**config.mk**
```make
export PLATFORM = sky130hd
export DESIGN_NAME = plc_indicator_xcvr_ctrl
export DESIGN_NICKNAME = d
export VERILOG_FILES = /design/src/logic/plc_pkg.sv /design/src/logic/plc_blink_timer.sv /design/src/logic/plc_indicator_xcvr_ctrl.sv
export SDC_FILE = /design/constraint.sdc
export NUM_CORES = 1
export LEC_CHECK = 0
export ABC_CLOCK_PERIOD_IN_PS = 3150
export BUFFER_PORTS_ARGS = -buffer_cell sky130_fd_sc_hd__buf_4
export CAP_MARGIN = 20
export CORE_AREA = 2 2 106 108
export DETAILED_ROUTE_END_ITERATION = 8
export DIE_AREA = 0 0 108 110
export RECOVER_POWER = 50
export SKIP_LAST_GASP = 1
export SLEW_MARGIN = 20
export SYNTH_ARGS = -nofsm -noshare
export SYNTH_HDL_FRONTEND = slang
export SYNTH_SLANG_ARGS = --single-unit
export TNS_END_PERCENT = 50
```
**constraint.sdc**
```tcl
create_clock -name mclk -period 3.15 [get_ports mclk]
set_input_delay 0.1575 -clock mclk [delete_from_list [all_inputs] [get_ports mclk]]
set_output_delay 0.1575 -clock mclk [all_outputs]
set_load 0.1 [all_outputs]
```
**src/logic/plc_pkg.sv**
```systemverilog
// Package with register map, field layouts and timing constants of the indicator/crossover bank.
package plc_pkg;

  // Register offsets on the management port.
  localparam int          ADDR_W          = 5;
  localparam logic [4:0]  OFS_IND_CTRL    = 5'h18;
  localparam logic [4:0]  OFS_XCVR_CTRL   = 5'h19;
  localparam int          DATA_W          = 16;

  // Writable bits of each register; the rest read as zero or as status.
  localparam logic [15:0] IND_WR_MASK     = 16'h07ff;
  localparam logic [15:0] XCVR_WR_MASK    = 16'hc0e0;

  // Reset value of the blink rate field, and a default address that the strapped address field does not use.
  localparam logic [1:0]  BLINK_RST       = 2'h2;
  localparam logic [4:0]  PHY_ADDR_DFLT   = 5'h01;

  // Blink rate encodings.
  localparam logic [1:0]  RATE_50MS       = 2'h0;
  localparam logic [1:0]  RATE_100MS      = 2'h1;
  localparam logic [1:0]  RATE_200MS      = 2'h2;
  localparam logic [1:0]  RATE_500MS      = 2'h3;

  // Blink on/off durations and their cycle counts at the system clock.
  localparam int          CLK_HZ          = 125_000_000;
  localparam int          CYC_PER_MS      = CLK_HZ / 1000;
  localparam int          BLINK_50_MS     = 50;
  localparam int          BLINK_100_MS    = 100;
  localparam int          BLINK_200_MS    = 200;
  localparam int          BLINK_500_MS    = 500;
  localparam int          BLINK_50_CYC    = BLINK_50_MS * CYC_PER_MS;
  localparam int          BLINK_100_CYC   = BLINK_100_MS * CYC_PER_MS;
  localparam int          BLINK_200_CYC   = BLINK_200_MS * CYC_PER_MS;
  localparam int          BLINK_500_CYC   = BLINK_500_MS * CYC_PER_MS;
  localparam int          CNT_W           = 26;

  // Indicator control register layout, most significant bit first.
  typedef struct packed {
    logic [4:0] rsvd_hi;
    logic [1:0] blink_rate;
    logic       rsvd8;
    logic       polarity;
    logic [1:0] rsvd65;
    logic       force_drive;
    logic [1:0] rsvd32;
    logic       force_value;
    logic       rsvd0;
  } plc_ind_ctrl_type;

  // Transceiver control register layout, most significant bit first.
  typedef struct packed {
    logic       auto_mdix_en;
    logic       force_cross;
    logic       pause_rx;
    logic       pause_tx;
    logic       link_100fd;
    logic [2:0] rsvd_mid;
    logic       bypass_stretch;
    logic       rsvd6;
    logic       indicator_mode_select;
    logic [4:0] phy_addr;
  } plc_xcvr_ctrl_type;

  // Pause advertisement pair as seen in the advertisement registers.
  typedef struct packed {
    logic asym_dir;
    logic pause;
  } plc_pause_adv_type;

endpackage

```
**src/logic/plc_blink_timer.sv**
```systemverilog
// Blink period timer that emits one tick per selected on/off duration.
`timescale 1ns/10ps
module plc_blink_timer #(
  parameter int unsigned P_50_CYC  = plc_pkg::BLINK_50_CYC,
  parameter int unsigned P_100_CYC = plc_pkg::BLINK_100_CYC,
  parameter int unsigned P_200_CYC = plc_pkg::BLINK_200_CYC,
  parameter int unsigned P_500_CYC = plc_pkg::BLINK_500_CYC
) (
  input  wire logic       mclk,
  input  wire logic       sys_rst,
  input  wire logic       clk_en,
  input  wire logic [1:0] rate,
  input  wire logic       restart,
  output logic            tick
);

  // Map a rate code to its last count value.
  function automatic logic [plc_pkg::CNT_W-1:0] last_count(input logic [1:0] r);
    int unsigned p;
    p = P_200_CYC;
    case (r)
      plc_pkg::RATE_50MS:  p = P_50_CYC;
      plc_pkg::RATE_100MS: p = P_100_CYC;
      plc_pkg::RATE_200MS: p = P_200_CYC;
      default:             p = P_500_CYC;
    endcase
    return plc_pkg::CNT_W'(p - 1);
  endfunction

  logic [plc_pkg::CNT_W-1:0] cnt_ff;
  logic [plc_pkg::CNT_W-1:0] nxt_cnt;
  wire  [plc_pkg::CNT_W-1:0] cnt_last = last_count(rate);
  wire                       at_end   = (cnt_ff >= cnt_last);

  // A shorter rate picked mid-count must not overrun, so the compare is not equality.
  assign tick    = clk_en && !restart && at_end;
  assign nxt_cnt = (restart || at_end) ? '0 : cnt_ff + 1'b1;

  // Counter holds while the clock enable is low.
  always_ff @(posedge mclk) begin
    if (sys_rst) begin
      cnt_ff <= '0;
    end else if (clk_en) begin
      cnt_ff <= nxt_cnt;
    end
  end

  // The tick only comes at or past the selected count, never early; a frozen count may resume on it.
  a_tick_count: assert property (@(posedge mclk) disable iff (sys_rst)
    tick |-> (cnt_ff >= cnt_last && ($past(cnt_ff) + 1'b1 == cnt_ff || !$past(clk_en))))
    else $error("blink tick at wrong count");

endmodule

```
**src/logic/plc_indicator_xcvr_ctrl.sv**
```systemverilog
// Indicator control and transceiver control register bank with link indicator driver.
//
// Summary of operation
// Blink rate field picks 50, 100, 200 or 500 ms on/off period.
// Polarity bit: one means active high indicator, zero means active low.
// Polarity starts from its strap; software writes override it later.
// Force select drives the software on/off bit onto the indicator.
// Software on/off bit is read-write and resets to zero.
// Auto crossover enable gates automatic pair swap; strapped initial value.
// Force crossover swaps receive and transmit pairs.
// Pause receive status resolves from local and partner pause bits.
// Pause transmit status resolves from the same advertisement bits.
// Pause bits follow standard resolution, only when full duplex resolved.
// Link status reads one only while 100 Mbps full-duplex link is up.
// Bypass bit shows raw indicator state without pulse stretching.
// Mode bit: one shows link only, zero adds activity blinking.
// Read-only address field returns strapped address captured at reset.
// Activity blinks at selected period; polarity applied after on/off decision.
//
// Design decision made here: the strobed register port.
`timescale 1ns/10ps
module plc_indicator_xcvr_ctrl #(
  parameter int unsigned P_50_CYC  = plc_pkg::BLINK_50_CYC,
  parameter int unsigned P_100_CYC = plc_pkg::BLINK_100_CYC,
  parameter int unsigned P_200_CYC = plc_pkg::BLINK_200_CYC,
  parameter int unsigned P_500_CYC = plc_pkg::BLINK_500_CYC
) (
  input  wire logic                        mclk,
  input  wire logic                        sys_rst,
  input  wire logic                        clk_en,
  input  wire logic [plc_pkg::ADDR_W-1:0]  reg_addr,
  input  wire logic [plc_pkg::DATA_W-1:0]  reg_wr_data,
  input  wire logic                        reg_wr_stb,
  input  wire logic                        reg_rd_stb,
  output logic      [plc_pkg::DATA_W-1:0]  reg_rd_data,
  input  wire logic                        strap_polarity,
  input  wire logic                        strap_auto_mdix,
  input  wire logic                        strap_indicator_mode,
  input  wire logic [4:0]                  strap_phy_addr,
  input  wire logic                        link_up,
  input  wire logic                        link_speed_100,
  input  wire logic                        link_full_duplex,
  input  wire logic                        activity,
  input  wire logic                        an_hcd_full_duplex,
  input  wire plc_pkg::plc_pause_adv_type  local_advertisement_reg,
  input  wire plc_pkg::plc_pause_adv_type  partner_ability_reg,
  input  wire logic                        auto_swap_request,
  output logic                             mdix_auto_enable,
  output logic                             pair_swap,
  output logic                             link_indicator_output
);

  plc_pkg::plc_ind_ctrl_type  ind_ff;
  plc_pkg::plc_ind_ctrl_type  nxt_ind;
  plc_pkg::plc_xcvr_ctrl_type xcvr_ff;
  plc_pkg::plc_xcvr_ctrl_type nxt_xcvr;
  plc_pkg::plc_xcvr_ctrl_type xcvr_view;
  logic [plc_pkg::DATA_W-1:0] rd_data_ff;
  logic                       act_seen_ff;
  logic                       stretch_ff;
  logic                       phase_ff;
  logic                       led_out_ff;
  logic                       swap_ff;
  logic                       tick;

  // Address decode of the two registers on the management port.
  wire hit_ind  = (reg_addr == plc_pkg::OFS_IND_CTRL);
  wire hit_xcvr = (reg_addr == plc_pkg::OFS_XCVR_CTRL);
  wire wr_ind   = clk_en && reg_wr_stb && hit_ind;
  wire wr_xcvr  = clk_en && reg_wr_stb && hit_xcvr;

  // Standard pause resolution; the link must have resolved to a full-duplex technology.
  wire lcl_p    = local_advertisement_reg.pause;
  wire lcl_a    = local_advertisement_reg.asym_dir;
  wire prt_p    = partner_ability_reg.pause;
  wire prt_a    = partner_ability_reg.asym_dir;
  wire sym_pz   = lcl_p && prt_p;
  wire pause_rx = an_hcd_full_duplex && (sym_pz || (lcl_p && lcl_a && !prt_p && prt_a));
  wire pause_tx = an_hcd_full_duplex && (sym_pz || (!lcl_p && lcl_a && prt_p && prt_a));
  wire link_fd100 = link_up && link_speed_100 && link_full_duplex;

  // Next register values keep only the writable bits of a software write.
  assign nxt_ind  = wr_ind  ? plc_pkg::plc_ind_ctrl_type'(reg_wr_data & plc_pkg::IND_WR_MASK)
                            : ind_ff;
  assign nxt_xcvr = wr_xcvr ? plc_pkg::plc_xcvr_ctrl_type'(
                                (reg_wr_data & plc_pkg::XCVR_WR_MASK) |
                                {11'h000, xcvr_ff.phy_addr})
                            : xcvr_ff;

  // Read view of the transceiver register merges live status into the stored bits.
  always_comb begin
    xcvr_view            = xcvr_ff;
    xcvr_view.pause_rx   = pause_rx;
    xcvr_view.pause_tx   = pause_tx;
    xcvr_view.link_100fd = link_fd100;
    xcvr_view.rsvd_mid   = '0;
  end

  wire [plc_pkg::DATA_W-1:0] rd_sel = hit_ind  ? plc_pkg::DATA_W'(ind_ff) :
                                      hit_xcvr ? plc_pkg::DATA_W'(xcvr_view) :
                                                 '0;

  // Register storage; straps are taken while the synchronous reset is applied.
  always_ff @(posedge mclk) begin
    if (sys_rst) begin
      ind_ff                         <= '0;
      ind_ff.blink_rate              <= plc_pkg::BLINK_RST;
      ind_ff.polarity                <= strap_polarity;
      xcvr_ff                        <= '0;
      xcvr_ff.auto_mdix_en           <= strap_auto_mdix;
      xcvr_ff.indicator_mode_select  <= strap_indicator_mode;
      xcvr_ff.phy_addr               <= strap_phy_addr;
    end else if (clk_en) begin
      ind_ff                         <= nxt_ind;
      xcvr_ff                        <= nxt_xcvr;
    end
  end

  // Read data stand only in the cycle after the strobe; an unmapped address reads zero.
  always_ff @(posedge mclk) begin
    if (sys_rst) begin
      rd_data_ff <= '0;
    end else if (clk_en) begin
      rd_data_ff <= reg_rd_stb ? rd_sel : '0;
    end
  end

  assign reg_rd_data      = rd_data_ff;
  assign mdix_auto_enable = xcvr_ff.auto_mdix_en;

  // Blink period source shared by stretching and blinking.
  plc_blink_timer #(
    .P_50_CYC  (P_50_CYC),
    .P_100_CYC (P_100_CYC),
    .P_200_CYC (P_200_CYC),
    .P_500_CYC (P_500_CYC)
  ) u_timer (
    .mclk    (mclk),
    .sys_rst (sys_rst),
    .clk_en  (clk_en),
    .rate    (ind_ff.blink_rate),
    .restart (!stretch_ff),
    .tick    (tick)
  );

  // Activity stretching: a burst keeps the blink going for at least one full period.
  // A new activity in the tick cycle sets the seen flag, so set wins over the clear.
  wire nxt_seen    = activity || (act_seen_ff && !tick);
  wire nxt_stretch = activity ? 1'b1 : (tick ? act_seen_ff : stretch_ff);
  wire nxt_phase   = !stretch_ff ? 1'b1 : (tick ? !phase_ff : phase_ff);

  // Indicator on/off decision before polarity.
  wire on_link     = link_up;
  wire on_raw_act  = link_up && !activity;
  wire on_blink    = link_up && (stretch_ff ? phase_ff : 1'b1);
  wire on_normal   = xcvr_ff.indicator_mode_select ? on_link :
                     (xcvr_ff.bypass_stretch ? on_raw_act : on_blink);
  wire led_level   = ind_ff.polarity ? on_normal : !on_normal;
  wire nxt_led     = ind_ff.force_drive ? ind_ff.force_value : led_level;
  wire nxt_swap    = xcvr_ff.force_cross ||
                     (xcvr_ff.auto_mdix_en && auto_swap_request);

  // Forced value goes to the pin as written; polarity only shapes normal operation.
  always_ff @(posedge mclk) begin
    if (sys_rst) begin
      act_seen_ff <= 1'b0;
      stretch_ff  <= 1'b0;
      phase_ff    <= 1'b1;
      led_out_ff  <= 1'b0;
      swap_ff     <= 1'b0;
    end else if (clk_en) begin
      act_seen_ff <= nxt_seen;
      stretch_ff  <= nxt_stretch;
      phase_ff    <= nxt_phase;
      led_out_ff  <= nxt_led;
      swap_ff     <= nxt_swap;
    end
  end

  assign link_indicator_output = led_out_ff;
  assign pair_swap             = swap_ff;

  // Checks on the register bank and indicator path.
  a_strap_polarity: assert property (@(posedge mclk) disable iff (sys_rst)
    $past(sys_rst) |-> (ind_ff.polarity == $past(strap_polarity)))
    else $error("polarity not taken from strap");

  a_polarity_override: assert property (@(posedge mclk) disable iff (sys_rst)
    wr_ind |=> (ind_ff.polarity == $past(reg_wr_data[7])))
    else $error("polarity write not applied");

  a_force_drive: assert property (@(posedge mclk) disable iff (sys_rst)
    (clk_en && ind_ff.force_drive) |=> (link_indicator_output == $past(ind_ff.force_value)))
    else $error("forced indicator value not driven");

  a_polarity_level: assert property (@(posedge mclk) disable iff (sys_rst)
    (clk_en && !ind_ff.force_drive && xcvr_ff.indicator_mode_select)
    |=> (link_indicator_output == ($past(ind_ff.polarity) ? $past(link_up) : !$past(link_up))))
    else $error("indicator level or polarity wrong");

  a_onoff_readback: assert property (@(posedge mclk) disable iff (sys_rst)
    (wr_ind ##1 (clk_en && reg_rd_stb && hit_ind))
    |=> (reg_rd_data[1] == $past(reg_wr_data[1], 2)))
    else $error("on/off bit not read back");

  a_pause_full_dup: assert property (@(posedge mclk) disable iff (sys_rst)
    (clk_en && reg_rd_stb && hit_xcvr && !an_hcd_full_duplex) |=> (reg_rd_data[13:12] == 2'h0))
    else $error("pause status without full duplex");

  a_pause_sym: assert property (@(posedge mclk) disable iff (sys_rst)
    (clk_en && reg_rd_stb && hit_xcvr && an_hcd_full_duplex && lcl_p && prt_p)
    |=> (reg_rd_data[13:12] == 2'h3))
    else $error("symmetric pause not resolved");

  a_link_status: assert property (@(posedge mclk) disable iff (sys_rst)
    (clk_en && reg_rd_stb && hit_xcvr) |=> (reg_rd_data[11] == $past(link_fd100)))
    else $error("link status bit wrong");

  a_cross_swap: assert property (@(posedge mclk) disable iff (sys_rst)
    (clk_en && xcvr_ff.force_cross) |=> pair_swap)
    else $error("forced crossover not applied");

  a_addr_ro: assert property (@(posedge mclk) disable iff (sys_rst)
    wr_xcvr |=> $stable(xcvr_ff.phy_addr))
    else $error("address field changed by a write");

  a_mdix_write: assert property (@(posedge mclk) disable iff (sys_rst)
    wr_xcvr |=> (mdix_auto_enable == $past(reg_wr_data[15])))
    else $error("auto crossover enable not written");

  a_bypass_raw: assert property (@(posedge mclk) disable iff (sys_rst)
    (clk_en && !ind_ff.force_drive && !xcvr_ff.indicator_mode_select &&
     xcvr_ff.bypass_stretch && ind_ff.polarity && activity) |=> !link_indicator_output)
    else $error("bypass does not show raw activity");

  a_blink_toggle: assert property (@(posedge mclk) disable iff (sys_rst)
    (clk_en && stretch_ff && tick) |=> (phase_ff != $past(phase_ff)))
    else $error("blink phase did not toggle");

  // Asymmetric and no-pause corners of the pause resolution table.
  a_pause_rx_asym: assert property (@(posedge mclk) disable iff (sys_rst)
    (clk_en && reg_rd_stb && hit_xcvr && an_hcd_full_duplex && lcl_p && lcl_a && !prt_p && prt_a)
    |=> (reg_rd_data[13:12] == 2'h2))
    else $error("asymmetric pause receive not resolved");

  a_pause_tx_asym: assert property (@(posedge mclk) disable iff (sys_rst)
    (clk_en && reg_rd_stb && hit_xcvr && an_hcd_full_duplex && !lcl_p && lcl_a && prt_p && prt_a)
    |=> (reg_rd_data[13:12] == 2'h1))
    else $error("asymmetric pause transmit not resolved");

  a_pause_none: assert property (@(posedge mclk) disable iff (sys_rst)
    (clk_en && reg_rd_stb && hit_xcvr && !lcl_p && !prt_p) |=> (reg_rd_data[13:12] == 2'h0))
    else $error("pause status without any pause advertised");

  // Reset values and straps are visible at the first edge after release; crossover gating and blink-mode indicator checks follow.
  a_blink_reset: assert property (@(posedge mclk) disable iff (sys_rst)
    $past(sys_rst) |-> (ind_ff.blink_rate == plc_pkg::BLINK_RST))
    else $error("blink rate reset value wrong");

  a_onoff_reset: assert property (@(posedge mclk) disable iff (sys_rst)
    $past(sys_rst) |-> !ind_ff.force_value)
    else $error("on/off bit not cleared by reset");

  a_mdix_strap: assert property (@(posedge mclk) disable iff (sys_rst)
    $past(sys_rst) |-> (mdix_auto_enable == $past(strap_auto_mdix)))
    else $error("auto crossover enable not taken from strap");

  a_mode_strap: assert property (@(posedge mclk) disable iff (sys_rst)
    $past(sys_rst) |-> (xcvr_ff.indicator_mode_select == $past(strap_indicator_mode)))
    else $error("indicator mode not taken from strap");

  a_addr_strap: assert property (@(posedge mclk) disable iff (sys_rst)
    $past(sys_rst) |-> (xcvr_ff.phy_addr == $past(strap_phy_addr)))
    else $error("address not taken from strap");

  a_auto_swap_off: assert property (@(posedge mclk) disable iff (sys_rst)
    (clk_en && !xcvr_ff.force_cross && !xcvr_ff.auto_mdix_en) |=> !pair_swap)
    else $error("pairs swapped with auto crossover off");

  a_cross_off: assert property (@(posedge mclk) disable iff (sys_rst)
    (clk_en && !xcvr_ff.force_cross && !auto_swap_request) |=> !pair_swap)
    else $error("pairs swapped without a request");

  a_blink_no_link: assert property (@(posedge mclk) disable iff (sys_rst)
    (clk_en && !ind_ff.force_drive && !xcvr_ff.indicator_mode_select && !link_up)
    |=> (link_indicator_output == !$past(ind_ff.polarity)))
    else $error("indicator lit without link in blink mode");

  a_blink_start_on: assert property (@(posedge mclk) disable iff (sys_rst)
    (clk_en && !stretch_ff) |=> phase_ff)
    else $error("blink phase does not start on");

  c_forced_on: cover property (@(posedge mclk) disable iff (sys_rst)
    ind_ff.force_drive && link_indicator_output);

  c_blink_phase: cover property (@(posedge mclk) disable iff (sys_rst)
    stretch_ff && tick ##1 !phase_ff);

  c_pause_asym: cover property (@(posedge mclk) disable iff (sys_rst)
    pause_tx && !pause_rx);

  c_auto_swap: cover property (@(posedge mclk) disable iff (sys_rst)
    !xcvr_ff.force_cross && pair_swap);

  c_bypass_raw: cover property (@(posedge mclk) disable iff (sys_rst)
    xcvr_ff.bypass_stretch && activity && link_up);

endmodule

```
==> metrics.csv <==
metric,value,unit
ys_seq_area_share,39.0,%
synth_seq_cells,68,
grt_pass1_wl,14100,um
dieArea,11900,um^2
avgSynthCellArea,9.44,um^2
switching_power,0.463,mW
pwr-share-seq,47.5,%
num_rows,38,
cts_tree,done,
htreeDepth,3,
placed_area,4200,um^2
max_stage_delay,0.55,ns
n_antenna_cell,0,
crit_family,simple AND/OR/NAND/NOR gates,
powerDensity,433,nW/um^2
drt-pass1-iter-count,4,
place_inst,568,
outcome,completed,
critPathBufInv,2,
ios,63,
start_util,34.6,%
syn-cell-area,3700,um^2
final_cell_count_no_fill,584,
gr-total-overflow,0,
finalSetupViolCount,0,
synth_cell_types,63,
fin_area,4370,um^2
clock_sinks,68,
p_int,1.43,mW
grtUsageTotal,15.1,%
worst_slew_pin_slew,1.46,ns
crit_chain,inv_1 -> ha_1 -> nand4_1 -> nor3_4 -> o2111ai_4 -> a31oi_4 -> buf_4 -> nor3_2,
tns,0,ns
synth_nets,456,
period_share,82.3,%
final_util,40.8,%
syn_inst,392,
yosysWarnings,0,
crit_type,reg2reg,
slew_violations,0,
ys_async_sr_fraction,0,%
worstSetupStartpointType,flip-flop,
fp.coreArea,10700,um^2
end_kind,flip-flop,
dp_hpwl,6020,um
grt_pass1_vias,2900,
combPwrFrac,8.1,%
grt_max_degree,74,
post-route-min-period,2.59,ns
io_buffers,59,
synth_edf_count,8,
drv_cap,0,
postCtsSetupBuffers,0,
hold_class,in2reg,
drive_gt1_share,21.8,%
relSlewSlack,3.00,%
crit_required,3.34,ns
cp_data_arrival_time,2.78,ns
ant_nets,0,
clock_latency,0.36,ns
cts_resized,0,
final_nets,503,
clk_pin_slew,0.08,ns
gp_congestion,0.798,
cts_buffers,9,
hold_buffers,0,
vias,3008,
cts_root_buf,clkbuf_8,
grt_setup_unrepaired,false,
vias_per_cell,5.15,
critPathSlowestCell,dfxtp_1,
p_clk_share,44.4,%
drcViolationCount,0,
die_w,108,um
hold_violations,0,
clock_skew,0.0117,ns
clockBufferDepth,2,
finalPower,1.89,mW
p_sw_share,24.5,%
vdd_drop_max,0.238,mV
antenna_found_initial,0,
critPathMaxFanout,21,
power.leakage,1.76,nW
detail_route.wl_per_cell,14.6,um
max_clock_freq,386,MHz
area_growth,18.0,%
die_h,110,um
first_iter_violations,139,
routed_wl,8520,um
ys.flop_type,dfxtp_1,
==> tightest hold or removal path, cell delays in order <==
cell	delay [ns]
buf_4	0.08
mux2i_1	0.05
nor2_1	0.07
==> cell usage after synthesis, drive strengths merged (3+ instances only) <==
master	instances	share of area [%]
nand2b	7	1.2
xnor2	5	1.2
nor2	37	3.8
buf	11	1.9
a22oi	11	2.2
nand2	28	2.8
o221ai	4	0.95
inv	10	1.0
nor4	3	0.51
nand3	9	1.2
and3	5	0.85
o21ai	8	1.1
ha	20	6.8
nand4	22	3.9
mux2i	12	3.2
and4	6	1.4
nor3	27	6.7
xor2	16	3.8
edfxtp	8	6.5
and2	11	1.9
a32oi	3	0.71
dfxtp	60	32
mux2	8	2.4
clkbuf	15	1.8
a21oi	13	1.9
==> cells by family after synthesis <==
logic type / synth area share, %
other: 0.203
flip-flops: 39.0
buffers and inverters: 4.80
adder cells (fa/ha/maj): 6.77
AND/OR/NAND/NOR: 27.2
AO/OA/AOI/OAI: 11.4
XOR/XNOR: 4.97
multiplexers: 5.68
==> worst paths after layout <==
path / startpoint / to / slack [ns] / cells past startpoint
max: ind_ff[9] / u_timer.cnt_ff[18] / 0.56 / 8
min: reg_wr_data[4] / ind_ff[4] / 0.03 / 3
min reg2reg: reg_rd_data[12] / reg_rd_data[12] / 0.46 / 2
max reg2reg: ind_ff[9] / u_timer.cnt_ff[18] / 0.56 / 8
==> cells in the final DEF (no fill, tap or decap), types with 3 or more instances in the layout <==
cell type	synthesis	layout
nor2_1	37	37
clkbuf_1	14	18
o221ai_1	4	4
xor2_1	16	16
a32oi_1	3	3
a22oi_1	11	11
nor4_1	3	3
nor3_1	6	6
clkbuf_8	1	10
nor3_2	20	20
a21oi_1	12	12
inv_1	10	10
buf_4	2	43
nand3_1	9	9
nand2b_1	7	7
dfxtp_1	60	60
mux2_2	7	7
nand4_1	21	21
edfxtp_1	8	8
and2_0	1	3
and2_1	10	8
nand2_1	28	28
mux2i_1	12	12
o21ai_0	6	6
ha_1	20	20
xnor2_1	5	5
and3_1	5	5
and4_1	6	6
==> final cells by class <==
cell class                      instances  area (um^2)
Inverter                               11         41.3
Tap cell                              140          175
Timing Repair Buffer                   62          395
Fill cell                            1070         6330
Sequential cell                        68         1440
Clock inverter                          6         95.1
Clock buffer                           10          138
Multi-Input combinational cell        287         2080
==> stage by stage <==
stage | setup slack [ns] | hold WS, ns
after CTS | 0.562 | 0.0141
final | 0.556 | 0.0259
after global placement | 0.614 | 0.388
after global routing | 0.353 | 0.0261
after floorplan | 0.928 | 0.301
after detailed placement | 0.580 | 0.396
==> state kept, by name, indices dropped and copies added, names as in the netlist, 9 cells and up <==
signal	cells
ind_ff	11
reg_rd_data	16
u_timer.cnt_ff	26
xcvr_ff	9
==> power by group through the flow <==
stage	Combinational [mW]	Clock, mW	Sequential, mW
floorplan	0.0758	0	0.939
global placement	0.153	0	0.918
detailed placement	0.156	0	0.918
CTS	0.157	0.859	0.898
global route	0.165	0.896	0.900
finish	0.152	0.839	0.898
==> metal layers <==
metal,vias to the layer above,GRT usage (%),routed length (um)
met5,-,0,0
met2,74,25.1,4210
met3,10,3.41,360
li1,1510,-,-
met1,1414,18.9,3820
met4,0,6.23,130
(Power assumes the default switching activity.)
